===== src/shared/sadc_pkg.sv =====
// Purpose: shared constants for the sampling converter host port
// Assumes: 25 MHz mclk, host strobes synchronous to mclk
// Notes: conversion engine is modelled as a fixed-length timer per channel
package sadc_pkg;
   // ----------------------------------------------------------------
   // clock and timing
   // ----------------------------------------------------------------
   localparam int CLK_HZ = 25_000_000;
   localparam int CONV_TIME_NS = 3000;
   localparam int CONV_CYC = (CONV_TIME_NS * (CLK_HZ / 1_000_000)) / 1000;
   localparam int WAKE_TIME_NS = 5000;
   localparam int WAKE_CYC = (WAKE_TIME_NS * (CLK_HZ / 1_000_000)) / 1000;
   // ----------------------------------------------------------------
   // data widths and mode code fields
   // ----------------------------------------------------------------
   localparam int RES_W = 14;
   localparam int MODE_W = 4;
   localparam int MODE_CNT_LSB = 0;
   localparam int MODE_BANK_BIT = 2;
   localparam int MODE_PD_BIT = 3;
   localparam logic [3:0] MODE_RST = 4'h0;
   localparam int NCH = 4;
   localparam int FIFO_DEPTH = 16;
   typedef enum logic [2:0] {
      SADC_IDLE = 3'b001,
      SADC_CONV = 3'b010,
      SADC_WAKE = 3'b100
   } sadc_state_t;
endpackage : sadc_pkg


===== src/rtl/sadc_fifo.sv =====
// Purpose: parameterised valid/ready fifo for conversion results
// Assumes: single clock
// Notes: full and empty are exact; no write when full, no read when empty
`timescale 1ns/1ps
module sadc_fifo #(
   parameter int WIDTH = 14,
   parameter int DEPTH = 16
) (
   input wire logic mclk,
   input wire logic nrst,
   input wire logic [WIDTH-1:0] in_data,
   input wire logic in_valid,
   output logic in_ready,
   output logic [WIDTH-1:0] out_data,
   output logic out_valid,
   input wire logic out_ready
);
   localparam int AW = $clog2(DEPTH);
   logic [WIDTH-1:0] mem [DEPTH];
   logic [AW-1:0] wp_r;
   logic [AW-1:0] rp_r;
   logic [AW:0] cnt_r;
   logic push;
   logic pop;

   assign in_ready = (cnt_r != (AW+1)'(DEPTH));
   assign out_valid = (cnt_r != '0);
   assign out_data = mem[rp_r];
   assign push = in_valid && in_ready;
   assign pop = out_valid && out_ready;

   always_ff @(posedge mclk) begin
      if (push) begin
         mem[wp_r] <= in_data;
      end
   end

   always_ff @(posedge mclk or negedge nrst) begin
      if (!nrst) begin
         wp_r <= '0;
         rp_r <= '0;
         cnt_r <= '0;
      end else begin
         if (push) begin
            wp_r <= (wp_r == AW'(DEPTH-1)) ? '0 : wp_r + 1'b1;
         end
         if (pop) begin
            rp_r <= (rp_r == AW'(DEPTH-1)) ? '0 : rp_r + 1'b1;
         end
         cnt_r <= cnt_r + (AW+1)'(push) - (AW+1)'(pop);
      end
   end
endmodule : sadc_fifo


===== src/rtl/sadc_host_port.sv =====
// Purpose: sequencer and parallel host port of a four-track/hold converter
// Assumes: host strobes synchronous to mclk; sample words arrive on sample_data
// Notes: results pass through a fifo into a four-word result memory
`timescale 1ns/1ps
// Contract
// - sampling starts on start strobe rising edge
// - completion flag falls when sequence finishes
// - results are 14-bit words, bit 13 msb
// - low four bus lines shared, bit 0 lsb
// - start strobes ignored while sequence runs
// - reads sequential from channel one, wrapping
// - mode code picks bank, count, power-down
// - mode latched on first of write/select rise
module sadc_host_port
   import sadc_pkg::*;
#(
   parameter int CONV_CYCLES = CONV_CYC,
   parameter int WAKE_CYCLES = WAKE_CYC
) (
   input wire logic mclk,
   input wire logic nrst,
   input wire logic sample_start_strobe_n,
   input wire logic cs_n,
   input wire logic wr_n,
   input wire logic rd_n,
   input wire logic [sadc_pkg::MODE_W-1:0] mode_code_bits_in,
   output logic [sadc_pkg::RES_W-1:0] result_bus_out,
   output logic result_bus_oe,
   output logic done_n,
   output logic hold,
   output logic bank_b_sel,
   output logic power_down,
   output logic [1:0] conv_chan,
   input wire logic [sadc_pkg::RES_W-1:0] sample_data
);
   import sadc_pkg::*;

   // ----------------------------------------------------------------
   // edge detection of host strobes
   // ----------------------------------------------------------------
   logic start_d_r, wr_d_r, cs_d_r, rd_d_r;
   logic start_rise, wr_rise, cs_rise, rd_fall, rd_rise;

   always_ff @(posedge mclk or negedge nrst) begin
      if (!nrst) begin
         start_d_r <= 1'b1;
         wr_d_r <= 1'b1;
         cs_d_r <= 1'b1;
         rd_d_r <= 1'b1;
      end else begin
         start_d_r <= sample_start_strobe_n;
         wr_d_r <= wr_n;
         cs_d_r <= cs_n;
         rd_d_r <= rd_n;
      end
   end

   assign start_rise = sample_start_strobe_n && !start_d_r;
   assign wr_rise = wr_n && !wr_d_r;
   assign cs_rise = cs_n && !cs_d_r;
   assign rd_fall = !rd_n && rd_d_r && !cs_n;
   assign rd_rise = rd_n && !rd_d_r && !cs_d_r;

   // ----------------------------------------------------------------
   // mode code
   // ----------------------------------------------------------------
   logic [MODE_W-1:0] mode_r;
   logic wr_armed_r;
   logic mode_load;

   // a write window opens with wr low under cs; whichever strobe rises first closes it
   assign mode_load = wr_armed_r && (wr_rise || cs_rise);

   always_ff @(posedge mclk or negedge nrst) begin
      if (!nrst) begin
         wr_armed_r <= 1'b0;
      end else if (mode_load) begin
         wr_armed_r <= 1'b0;
      end else if (!wr_n && !cs_n) begin
         wr_armed_r <= 1'b1;
      end
   end

   always_ff @(posedge mclk or negedge nrst) begin
      if (!nrst) begin
         mode_r <= MODE_RST;
      end else if (mode_load) begin
         mode_r <= mode_code_bits_in;
      end
   end

   function automatic logic [1:0] last_chan(input logic [MODE_W-1:0] m);
      return m[MODE_CNT_LSB +: 2];
   endfunction : last_chan

   // ----------------------------------------------------------------
   // conversion sequencer
   // ----------------------------------------------------------------
   sadc_state_t st_r;
   logic [15:0] tmr_r;
   logic [1:0] ch_r;
   logic [1:0] nlast_r;
   logic res_push;
   logic fifo_in_ready;
   logic conv_end;

   assign conv_end = (st_r == SADC_CONV) && (tmr_r == 16'(CONV_CYCLES - 1));
   assign res_push = conv_end && fifo_in_ready;

   always_ff @(posedge mclk or negedge nrst) begin
      if (!nrst) begin
         st_r <= SADC_IDLE;
         tmr_r <= '0;
         ch_r <= '0;
         nlast_r <= '0;
      end else begin
         case (st_r)
            SADC_IDLE: begin
               tmr_r <= '0;
               // leaving power-down needs a wake-up delay before sampling
               if (mode_r[MODE_PD_BIT]) begin
                  st_r <= SADC_WAKE;
               end else if (start_rise) begin
                  st_r <= SADC_CONV;
                  ch_r <= '0;
                  nlast_r <= last_chan(mode_r);
               end
            end
            SADC_CONV: begin
               // start strobes are not looked at here
               if (conv_end) begin
                  if (res_push) begin
                     tmr_r <= '0;
                     if (ch_r == nlast_r) begin
                        st_r <= SADC_IDLE;
                     end else begin
                        ch_r <= ch_r + 2'd1;
                     end
                  end
               end else begin
                  tmr_r <= tmr_r + 16'd1;
               end
            end
            SADC_WAKE: begin
               if (mode_r[MODE_PD_BIT]) begin
                  tmr_r <= '0;
               end else if (tmr_r == 16'(WAKE_CYCLES - 1)) begin
                  st_r <= SADC_IDLE;
               end else begin
                  tmr_r <= tmr_r + 16'd1;
               end
            end
            default: st_r <= SADC_IDLE;
         endcase
      end
   end

   // ----------------------------------------------------------------
   // result path: fifo feeds four-word result memory
   // ----------------------------------------------------------------
   logic [RES_W-1:0] f_data;
   logic f_valid;
   logic [RES_W-1:0] res_mem [NCH];
   logic [1:0] wr_ptr_r;
   logic [1:0] rd_ptr_r;
   logic [1:0] rd_last_r;
   logic seq_done;

   sadc_fifo #(.WIDTH(RES_W), .DEPTH(FIFO_DEPTH)) u_fifo (
      .mclk(mclk),
      .nrst(nrst),
      .in_data(sample_data),
      .in_valid(conv_end),
      .in_ready(fifo_in_ready),
      .out_data(f_data),
      .out_valid(f_valid),
      .out_ready(1'b1)
   );

   // the flag falls only once the last word has landed in memory
   assign seq_done = f_valid && (wr_ptr_r == rd_last_r) && (st_r != SADC_CONV || ch_r != wr_ptr_r);

   always_ff @(posedge mclk) begin
      if (f_valid) begin
         res_mem[wr_ptr_r] <= f_data;
      end
   end

   always_ff @(posedge mclk or negedge nrst) begin
      if (!nrst) begin
         wr_ptr_r <= '0;
         rd_last_r <= '0;
      end else begin
         if (st_r == SADC_IDLE && start_rise && !mode_r[MODE_PD_BIT]) begin
            wr_ptr_r <= '0;
            rd_last_r <= last_chan(mode_r);
         end else if (f_valid) begin
            wr_ptr_r <= wr_ptr_r + 2'd1;
         end
      end
   end

   always_ff @(posedge mclk or negedge nrst) begin
      if (!nrst) begin
         rd_ptr_r <= '0;
      end else if (st_r == SADC_IDLE && start_rise) begin
         rd_ptr_r <= '0;
      end else if (rd_rise) begin
         rd_ptr_r <= (rd_ptr_r == rd_last_r) ? 2'd0 : rd_ptr_r + 2'd1;
      end
   end

   // ----------------------------------------------------------------
   // completion flag and host bus
   // ----------------------------------------------------------------
   always_ff @(posedge mclk or negedge nrst) begin
      if (!nrst) begin
         done_n <= 1'b1;
      end else if (seq_done) begin
         done_n <= 1'b0;
      end else if (rd_fall) begin
         done_n <= 1'b1;
      end
   end

   always_ff @(posedge mclk or negedge nrst) begin
      if (!nrst) begin
         result_bus_out <= '0;
         result_bus_oe <= 1'b0;
      end else begin
         result_bus_oe <= !rd_n && !cs_n;
         result_bus_out <= res_mem[rd_ptr_r];
      end
   end

   always_ff @(posedge mclk or negedge nrst) begin
      if (!nrst) begin
         hold <= 1'b0;
         bank_b_sel <= 1'b0;
         power_down <= 1'b0;
         conv_chan <= '0;
      end else begin
         hold <= (st_r == SADC_CONV);
         bank_b_sel <= mode_r[MODE_BANK_BIT];
         power_down <= mode_r[MODE_PD_BIT];
         conv_chan <= ch_r;
      end
   end

   // ----------------------------------------------------------------
   // checks
   // ----------------------------------------------------------------
   a_start_edge: assert property (@(posedge mclk) disable iff (!nrst)
      (st_r == SADC_IDLE && !mode_r[MODE_PD_BIT] && start_rise) |=> st_r == SADC_CONV)
      else $error("rising start strobe did not begin a sequence");
   a_no_fall_start: assert property (@(posedge mclk) disable iff (!nrst)
      (st_r == SADC_IDLE && $fell(sample_start_strobe_n)) |=> st_r != SADC_CONV)
      else $error("falling start strobe began a sequence");
   a_busy_ignore: assert property (@(posedge mclk) disable iff (!nrst)
      (st_r == SADC_CONV && start_rise && !conv_end)
      |=> (st_r == SADC_CONV && $stable(ch_r) && $stable(nlast_r)))
      else $error("start strobe disturbed a running sequence");
   a_done_fall: assert property (@(posedge mclk) disable iff (!nrst)
      seq_done |=> !done_n)
      else $error("completion flag did not fall");
   a_read_wrap: assert property (@(posedge mclk) disable iff (!nrst)
      (rd_rise && rd_ptr_r == rd_last_r && !(st_r == SADC_IDLE && start_rise))
      |=> rd_ptr_r == 2'd0)
      else $error("read pointer did not wrap to channel one");
   a_mode_load: assert property (@(posedge mclk) disable iff (!nrst)
      mode_load |=> mode_r == $past(mode_code_bits_in))
      else $error("mode code not latched");
   a_bank_sel: assert property (@(posedge mclk) disable iff (!nrst)
      ##1 bank_b_sel == $past(mode_r[MODE_BANK_BIT]))
      else $error("bank select does not follow mode");
   a_bus_drive: assert property (@(posedge mclk) disable iff (!nrst)
      (!rd_n && !cs_n) |=> result_bus_oe)
      else $error("result bus not driven during read");
endmodule : sadc_host_port


===== config.mk =====
export PLATFORM = sky130hd
export DESIGN_NAME = sadc_host_port
export DESIGN_NICKNAME = d
export VERILOG_FILES = /design/src/shared/sadc_pkg.sv /design/src/rtl/sadc_fifo.sv /design/src/rtl/sadc_host_port.sv
export SDC_FILE = /design/constraint.sdc
export NUM_CORES = 1
export LEC_CHECK = 0
export BUFFER_PORTS_ARGS = -buffer_cell sky130_fd_sc_hd__buf_2
export CORE_UTILIZATION = 65
export DETAILED_ROUTE_END_ITERATION = 6
export HOLD_SLACK_MARGIN = 0.15
export PLACE_DENSITY = 0.81
export SLEW_MARGIN = 40
export SYNTH_ARGS = -nofsm -noshare
export SYNTH_HDL_FRONTEND = slang
export SYNTH_SLANG_ARGS = --single-unit
export TNS_END_PERCENT = 5

===== constraint.sdc =====
create_clock -name mclk -period 6.15 [get_ports mclk]
set_input_delay 0.3075 -clock mclk [delete_from_list [all_inputs] [get_ports mclk]]
set_output_delay 0.3075 -clock mclk [all_outputs]
set_load 0.03 [all_outputs]

==> results.py, run 1 <==
metrics = {
    "status": {
        "status": "completed",
    },
    "power": {
        "clkPwrFrac": 0.408,
        "power.density_nw_per_um2": 312,
        "comb_power_share": 0.048,
        "p_int_mw": 3.88,
        "ir_drop_mv": 0.278,
        "cellLeakagePower_nw": 5.44,
        "power_frac_seq": 0.544,
        "switching_share": 0.211,
        "switchingPower_mw": 1.04,
    },
    "sta": {
        "final_max_slew_viol_count": 0,
        "skew_ns": 0.0209,
        "relSlewSlack": 0.409,
        "tns_ns": 0,
        "hold_ws_ns": 0.168,
        "hold_viol_final": 0,
        "finalWorstSetupSlack_ns": 3.21,
        "setup_viol": 0,
        "rsz0062_at_grt": "no",
        "min_period_ns": 2.94,
        "max_freq_mhz": 340,
        "tightest_slew_ns": 0.887,
        "period_share": 0.478,
    },
    "final_layout": {
        "utilization": 0.746,
        "finalNetCount": 923,
        "drive_above_1_share": 0.198,
        "area_growth_pct": 12.2,
        "instances_no_fill": 1180,
    },
    "synth": {
        "synth_top_area_share": 0.598,
        "yosysSeqAreaShare": 0.726,
        "netlist_instances": 814,
        "synth_area_leader_cell": "edfxtp_1",
        "yosysUniqueCellTypes": 63,
        "synth_common_cells": "280 x edfxtp_1, 66 x dfrtp_1, 56 x mux2i_1",
        "syn_area_per_cell_sq_um": 17.3,
        "syn_area_sq_um": 14100,
        "synth.most_common_cell": "edfxtp_1",
        "postSynth.asyncResetShare": 0.205,
        "synth_edf_count": 280,
        "ys_warn_count": 0,
        "ys_ff_latch": 352,
        "syn_nets": 857,
        "synth_area_leaders": "edfxtp_1 60%, dfrtp_1 12%, mux4_2 6.7%, mux2i_1 4.0%, a221oi_1 1.7%",
        "ys.flop_type": "edfxtp_1",
    },
    "flow_run": {
        "maxCapViolCount": 0,
    },
    "global_route": {
        "grt_pass1_wl_microns": 42600,
        "grt_pass1_vias": 7792,
        "antenna_found_initial": 1,
        "grt_overflow": 0,
        "grt_max_degree": 73,
        "gr-usage-all-layers": 0.263,
    },
    "floorplanning": {
        "die_h_microns": 149,
        "start_util": 0.665,
        "dieArea_sq_um": 22200,
        "die_w_microns": 149,
        "io_pins": 45,
        "fp.coreArea_sq_um": 21200,
        "placementRows": 53,
    },
    "cts": {
        "clockRootBuffer": "clkbuf_16",
        "cts_setup_buffers": 0,
        "cts_tree": "done",
        "cts_resized": 0,
        "clk_pin_slew_ns": 0.06,
        "clock_latency_ns": 0.52,
        "cts_hold_buf": 12,
        "htreeDepth": 2,
        "cts_sinks": 352,
        "cts_buffer_depth": 3,
        "cts_buffers": 35,
    },
    "worst_setup_path": {
        "crit_fanout": 14,
        "r2r.worst_path.cells": 6,
        "crit_path_end": "u_fifo.mem[12][13]$_DFFE_PP_",
        "end_kind": "register",
        "reg2reg_from": "tmr_r[4]$_DFFE_PN0P_",
        "crit_arrival_ns": 3.09,
        "rr_endpoint": "u_fifo.mem[12][13]$_DFFE_PP_",
        "reg2reg_slack_ns": 3.21,
        "path_class": "register to register",
        "crit_start": "tmr_r[4]$_DFFE_PN0P_",
        "cp_data_required_time_ns": 6.30,
        "startpoint_type": "register",
    },
    "place": {
        "port_buffers": 44,
        "dp_slack_ns": 3.09,
        "gp_congestion": 0.850,
        "dpl.cell_count": 1106,
        "hpwl_microns": 16600,
    },
    "routing": {
        "drt_pass1_iterations": 5,
        "route.detailed.drc": 0,
        "antenna_left": 0,
        "drt_wl_total_microns": 28100,
        "vias": 7597,
        "wire_per_inst_microns": 23.8,
        "drtIter0Drc": 711,
        "drt-vias-per-instance": 6.44,
    },
    "hold_path": {
        "hp-class": "primary input to register",
    },
}
## final cells by class
cell class	count	area (sq um)
Sequential cell	352	10200
Fill cell	1176	5370
Multi-Input combinational cell	406	3650
Clock buffer	50	983
Timing Repair Buffer	63	400
Tap cell	275	344
Clock inverter	11	93.8
Inverter	22	82.6
Antenna cell	1	2.50
## worst max-delay path, stage by stage (launching register included)
cell and delay, ns:
dfrtp_1 0.46, or4b_4 0.59, nor3_4 0.19, nand3_4 0.16, inv_1 0.22, and3_1 0.25, and2_1 0.71
## layer usage
metal  part of all wire  global-route usage  up-vias
met2               0.50               0.439      307
met5                  0                   0        -
met1               0.40               0.339     3871
met4              0.033               0.110        0
met3              0.072              0.0560       71
li1                   -                   -     3348
## cells in the final DEF, fill, tap and decap left out, drive strengths merged, types with 3 or more instances in the layout
master	netlist	final
dlygate4sd3	0	12
nor3	9	9
a22o	9	9
nand4	4	4
mux4	42	42
nand3	14	14
clkinv	0	8
o31ai	3	3
xnor2	10	10
inv	22	24
o211ai	4	4
a22oi	15	15
ha	18	18
a221oi	28	28
mux2	4	4
a21o	7	7
xor2	6	6
and2	20	20
o21ai	31	31
nand2	45	45
dfstp	6	6
nor2b	4	4
dfrtp	66	66
mux2i	56	56
nor4b	4	4
edfxtp	280	280
and3	11	11
nor2	19	19
a21oi	13	13
o221ai	3	3
buf	18	51
clkbuf	16	50
## power by group through the flow
stage                     combinational (mW)  clock [mW]  sequential, mW
final                                  0.237        2.01            2.67
after floorplan                        0.106           0            2.76
after detailed placement               0.232           0            2.72
after global placement                 0.222           0            2.72
after CTS                              0.240        2.03            2.68
after global routing                   0.254        2.11            2.68
## flip-flops by register name (all words and copies together) (netlist names), 2 cells and up
| name | flops |
|---|---|
| nlast_r | 2 |
| ch_r | 2 |
| u_fifo.rp_r | 4 |
| u_fifo.cnt_r | 5 |
| res_mem | 56 |
| conv_chan | 2 |
| u_fifo.wp_r | 4 |
| u_fifo.mem | 224 |
| rd_last_r | 2 |
| result_bus_out | 14 |
| wr_ptr_r | 2 |
| mode_r | 4 |
| rd_ptr_r | 2 |
| st_r | 3 |
| tmr_r | 16 |
## how the worst min path moves through the flow
| stage | startpoint | cells past startpoint | slack, ns | to |
|---|---|---|---|---|
| detailed placement | mode_r[2]$_DFFE_PN0P_ | 0 | 0.38 | bank_b_sel$_DFF_PN0_ |
| global placement | mode_r[2]$_DFFE_PN0P_ | 0 | 0.36 | bank_b_sel$_DFF_PN0_ |
| finish | sample_data[7] | 1 | 0.17 | u_fifo.mem[0][7]$_DFFE_PP_ |
| global route | sample_data[12] | 1 | 0.16 | u_fifo.mem[11][12]$_DFFE_PP_ |
| floorplan | nrst | 0 | 0.01 | bank_b_sel$_DFF_PN0_ |
| CTS | sample_data[7] | 1 | 0.15 | u_fifo.mem[1][7]$_DFFE_PP_ |
## stage by stage
step                total power, mW  area, sq um
floorplan                      2.86        14100
global placement               2.94        14500
detailed placement             2.96        14600
CTS                            4.94        15800
global route                   5.05        15800
finish                         4.92        15800
## kinds of logic after synthesis
family / count (synthesis) / share of synthesized area
XOR/XNOR: 16 / 0.00996
flip-flops: 352 / 0.726
multiplexers: 102 / 0.110
adder cells (fa/ha/maj): 19 / 0.0174
AO/OA/AOI/OAI: 127 / 0.0647
buffers and inverters: 56 / 0.0164
AND/OR/NAND/NOR: 142 / 0.0551
Power figures use the tool's default switching activity.
==> run 2, diff against run 1 <==
CORE_UTILIZATION = 62   (was 65)
PLACE_DENSITY = 0.78   (was 0.81)
clock period = 2.9 ns   (was 6.15 ns; I/O delays follow)
==> run 2 against run 1 <==
  * The run now ends with DRC left
  * Sequential cell count unchanged
  * Clock skew down 0.0057 ns
  * Cell area up 2.0%
  * Clock power up 120%
  * Clock-buffer cell count up 2
  * Largest cell class unchanged
  * Largest power group unchanged
  * Highest routed layer unchanged
==> results.py, run 2 (same netlist as run 1, synthesis figures left out) <==
metrics = {
    "final_layout": {
        "finalNetCount": 958,
        "drive_above_1_share": 0.200,
        "regMostFlops": "u_fifo.mem",
        "area_growth_pct": 14.4,
        "final_common_cell": "edfxtp_1",
        "largest_reg_flops": 224,
        "n_antenna_cell": 0,
        "largestRegisters": "u_fifo.mem: 224 flops, res_mem: 56 flops, tmr_r: 16 flops",
        "layout_common_cells": "280 x edfxtp_1, 65 x dfrtp_1, 56 x mux2i_1",
        "n_fill_cell": 1293,
    },
    "routing": {
        "vias": 7771,
        "antenna_left": 0,
        "drt_wl_total_microns": 29000,
        "drtIter0Drc": 727,
        "drt-vias-per-instance": 6.35,
        "wire_per_inst_microns": 23.7,
        "drt_pass1_iterations": 7,
        "route.detailed.drc": 6,
    },
    "cts": {
        "htreeDepth": 2,
        "clockRootBuffer": "clkbuf_16",
        "cts_buffer_depth": 3,
        "cts_tree": "done",
        "cts_hold_buf": 24,
        "cts_resized": 0,
        "cts_sinks": 352,
        "cts_buffers": 36,
        "clk_pin_slew_ns": 0.06,
        "cts_setup_buffers": 0,
        "clock_latency_ns": 0.52,
    },
    "sta": {
        "relSlewSlack": 0.469,
        "max_freq_mhz": 384,
        "min_period_ns": 2.60,
        "rsz0062_at_grt": "no",
        "tns_ns": 0,
        "hold_viol_final": 0,
        "setup_viol": 0,
        "tightest_slew_ns": 0.786,
        "period_share": 0.898,
        "skew_ns": 0.0153,
        "final_max_slew_viol_count": 0,
    },
    "worst_setup_path": {
        "crit_fanout": 14,
        "crit_arrival_ns": 2.80,
        "crit_chain": "or4b_4 > nor3_4 > nand3_4 > inv_1 > and3_1 > and2_1 > buf_4",
        "startpoint_type": "register",
        "end_kind": "register",
        "crit_slowest_cell": "or4b_4",
        "path_class": "register to register",
        "cpPeakStageDelay_ns": 0.57,
        "cp_data_required_time_ns": 3.10,
    },
    "global_route": {
        "grt_pass1_wl_microns": 44600,
        "gr-usage-all-layers": 0.257,
        "antenna_found_initial": 0,
        "grt_pass1_vias": 7777,
        "grt_max_degree": 68,
        "grt_overflow": 0,
    },
    "power": {
        "cellLeakagePower_nw": 5.62,
        "power.density_nw_per_um2": 655,
        "ir_drop_mv": 0.521,
        "power_mw": 10.5,
    },
    "flow_run": {
        "maxCapViolCount": 0,
    },
    "hold_path": {
        "hp-class": "primary input to asynchronous set/reset pin",
    },
    "floorplanning": {
        "placementRows": 54,
        "fp.coreArea_sq_um": 22000,
        "start_util": 0.639,
        "dieArea_sq_um": 23300,
        "io_pins": 45,
        "die_w_microns": 153,
        "die_h_microns": 153,
    },
    "place": {
        "hpwl_microns": 18300,
        "port_buffers": 44,
        "gp_congestion": 0.872,
    },
    "status": {
        "status": "complete, but fails checks",
        "violations": "DRC",
    },
}
run 2: final timing paths:
check | end | depth (start not counted) | slack [ns] | start
max | u_fifo.mem[15][7]$_DFFE_PP_ | 7 | 0.30 | tmr_r[4]$_DFFE_PN0P_
min | result_bus_out[5]$_DFF_PN0_ | 3 | 0.25 | nrst
max reg2reg | u_fifo.mem[15][7]$_DFFE_PP_ | 7 | 0.30 | tmr_r[4]$_DFFE_PN0P_
min reg2reg | bank_b_sel$_DFF_PN0_ | 0 | 0.39 | mode_r[2]$_DFFE_PN0P_
max in group asynchronous | result_bus_out[1]$_DFF_PN0_ | 3 | 2.13 | nrst
min in group mclk | start_d_r$_DFF_PN1_ | 2 | 0.29 | sample_start_strobe_n
run 2: metrics by stage:
step                      hold slack [ns]  cell area (sq um)  instances  setup WS (ns)   util
after floorplan                    -0.151              14100        814         0.0132      -
after global placement            -0.0320              14700       1133          0.419  0.669
after detailed placement          -0.0285              14700       1133          0.316  0.669
after CTS                           0.286              16100       1223          0.307  0.730
after global routing                0.301              16100       1223          0.130  0.731
final                               0.253              16100       1223          0.297  0.731
run 2: layout make-up:
class                      count  area [sq um]  share of cell area
clock buffer                  52          1030              0.0641
clock inverter                14          83.8             0.00521
inverter                      22          82.6             0.00513
multi-input combinational    406          3630               0.225
sequential                   352         10200               0.635
tap                          280           350              0.0218
timing repair buffer          97           694              0.0432
run 2: power breakdown:
part | total [mW] | internal, mW | switching, mW
Combinational | 0.571 | 0.229 | 0.341
Clock | 4.33 | 2.49 | 1.84
Sequential | 5.63 | 5.55 | 0.0786
run 2: routing by layer:
| layer | share of wire | global-route usage |
|---|---|---|
| met4 | 0.030 | 0.0957 |
| met5 | 0 | 0 |
| met3 | 0.079 | 0.0444 |
| met1 | 0.39 | 0.340 |
| met2 | 0.50 | 0.433 |
run 2: worst max-delay path: cells and delay by family (launching register included):
kind / cells / cell delay [ns]
simple gates: 5 / 1.37
buf+inv: 2 / 0.45
flops: 1 / 0.46
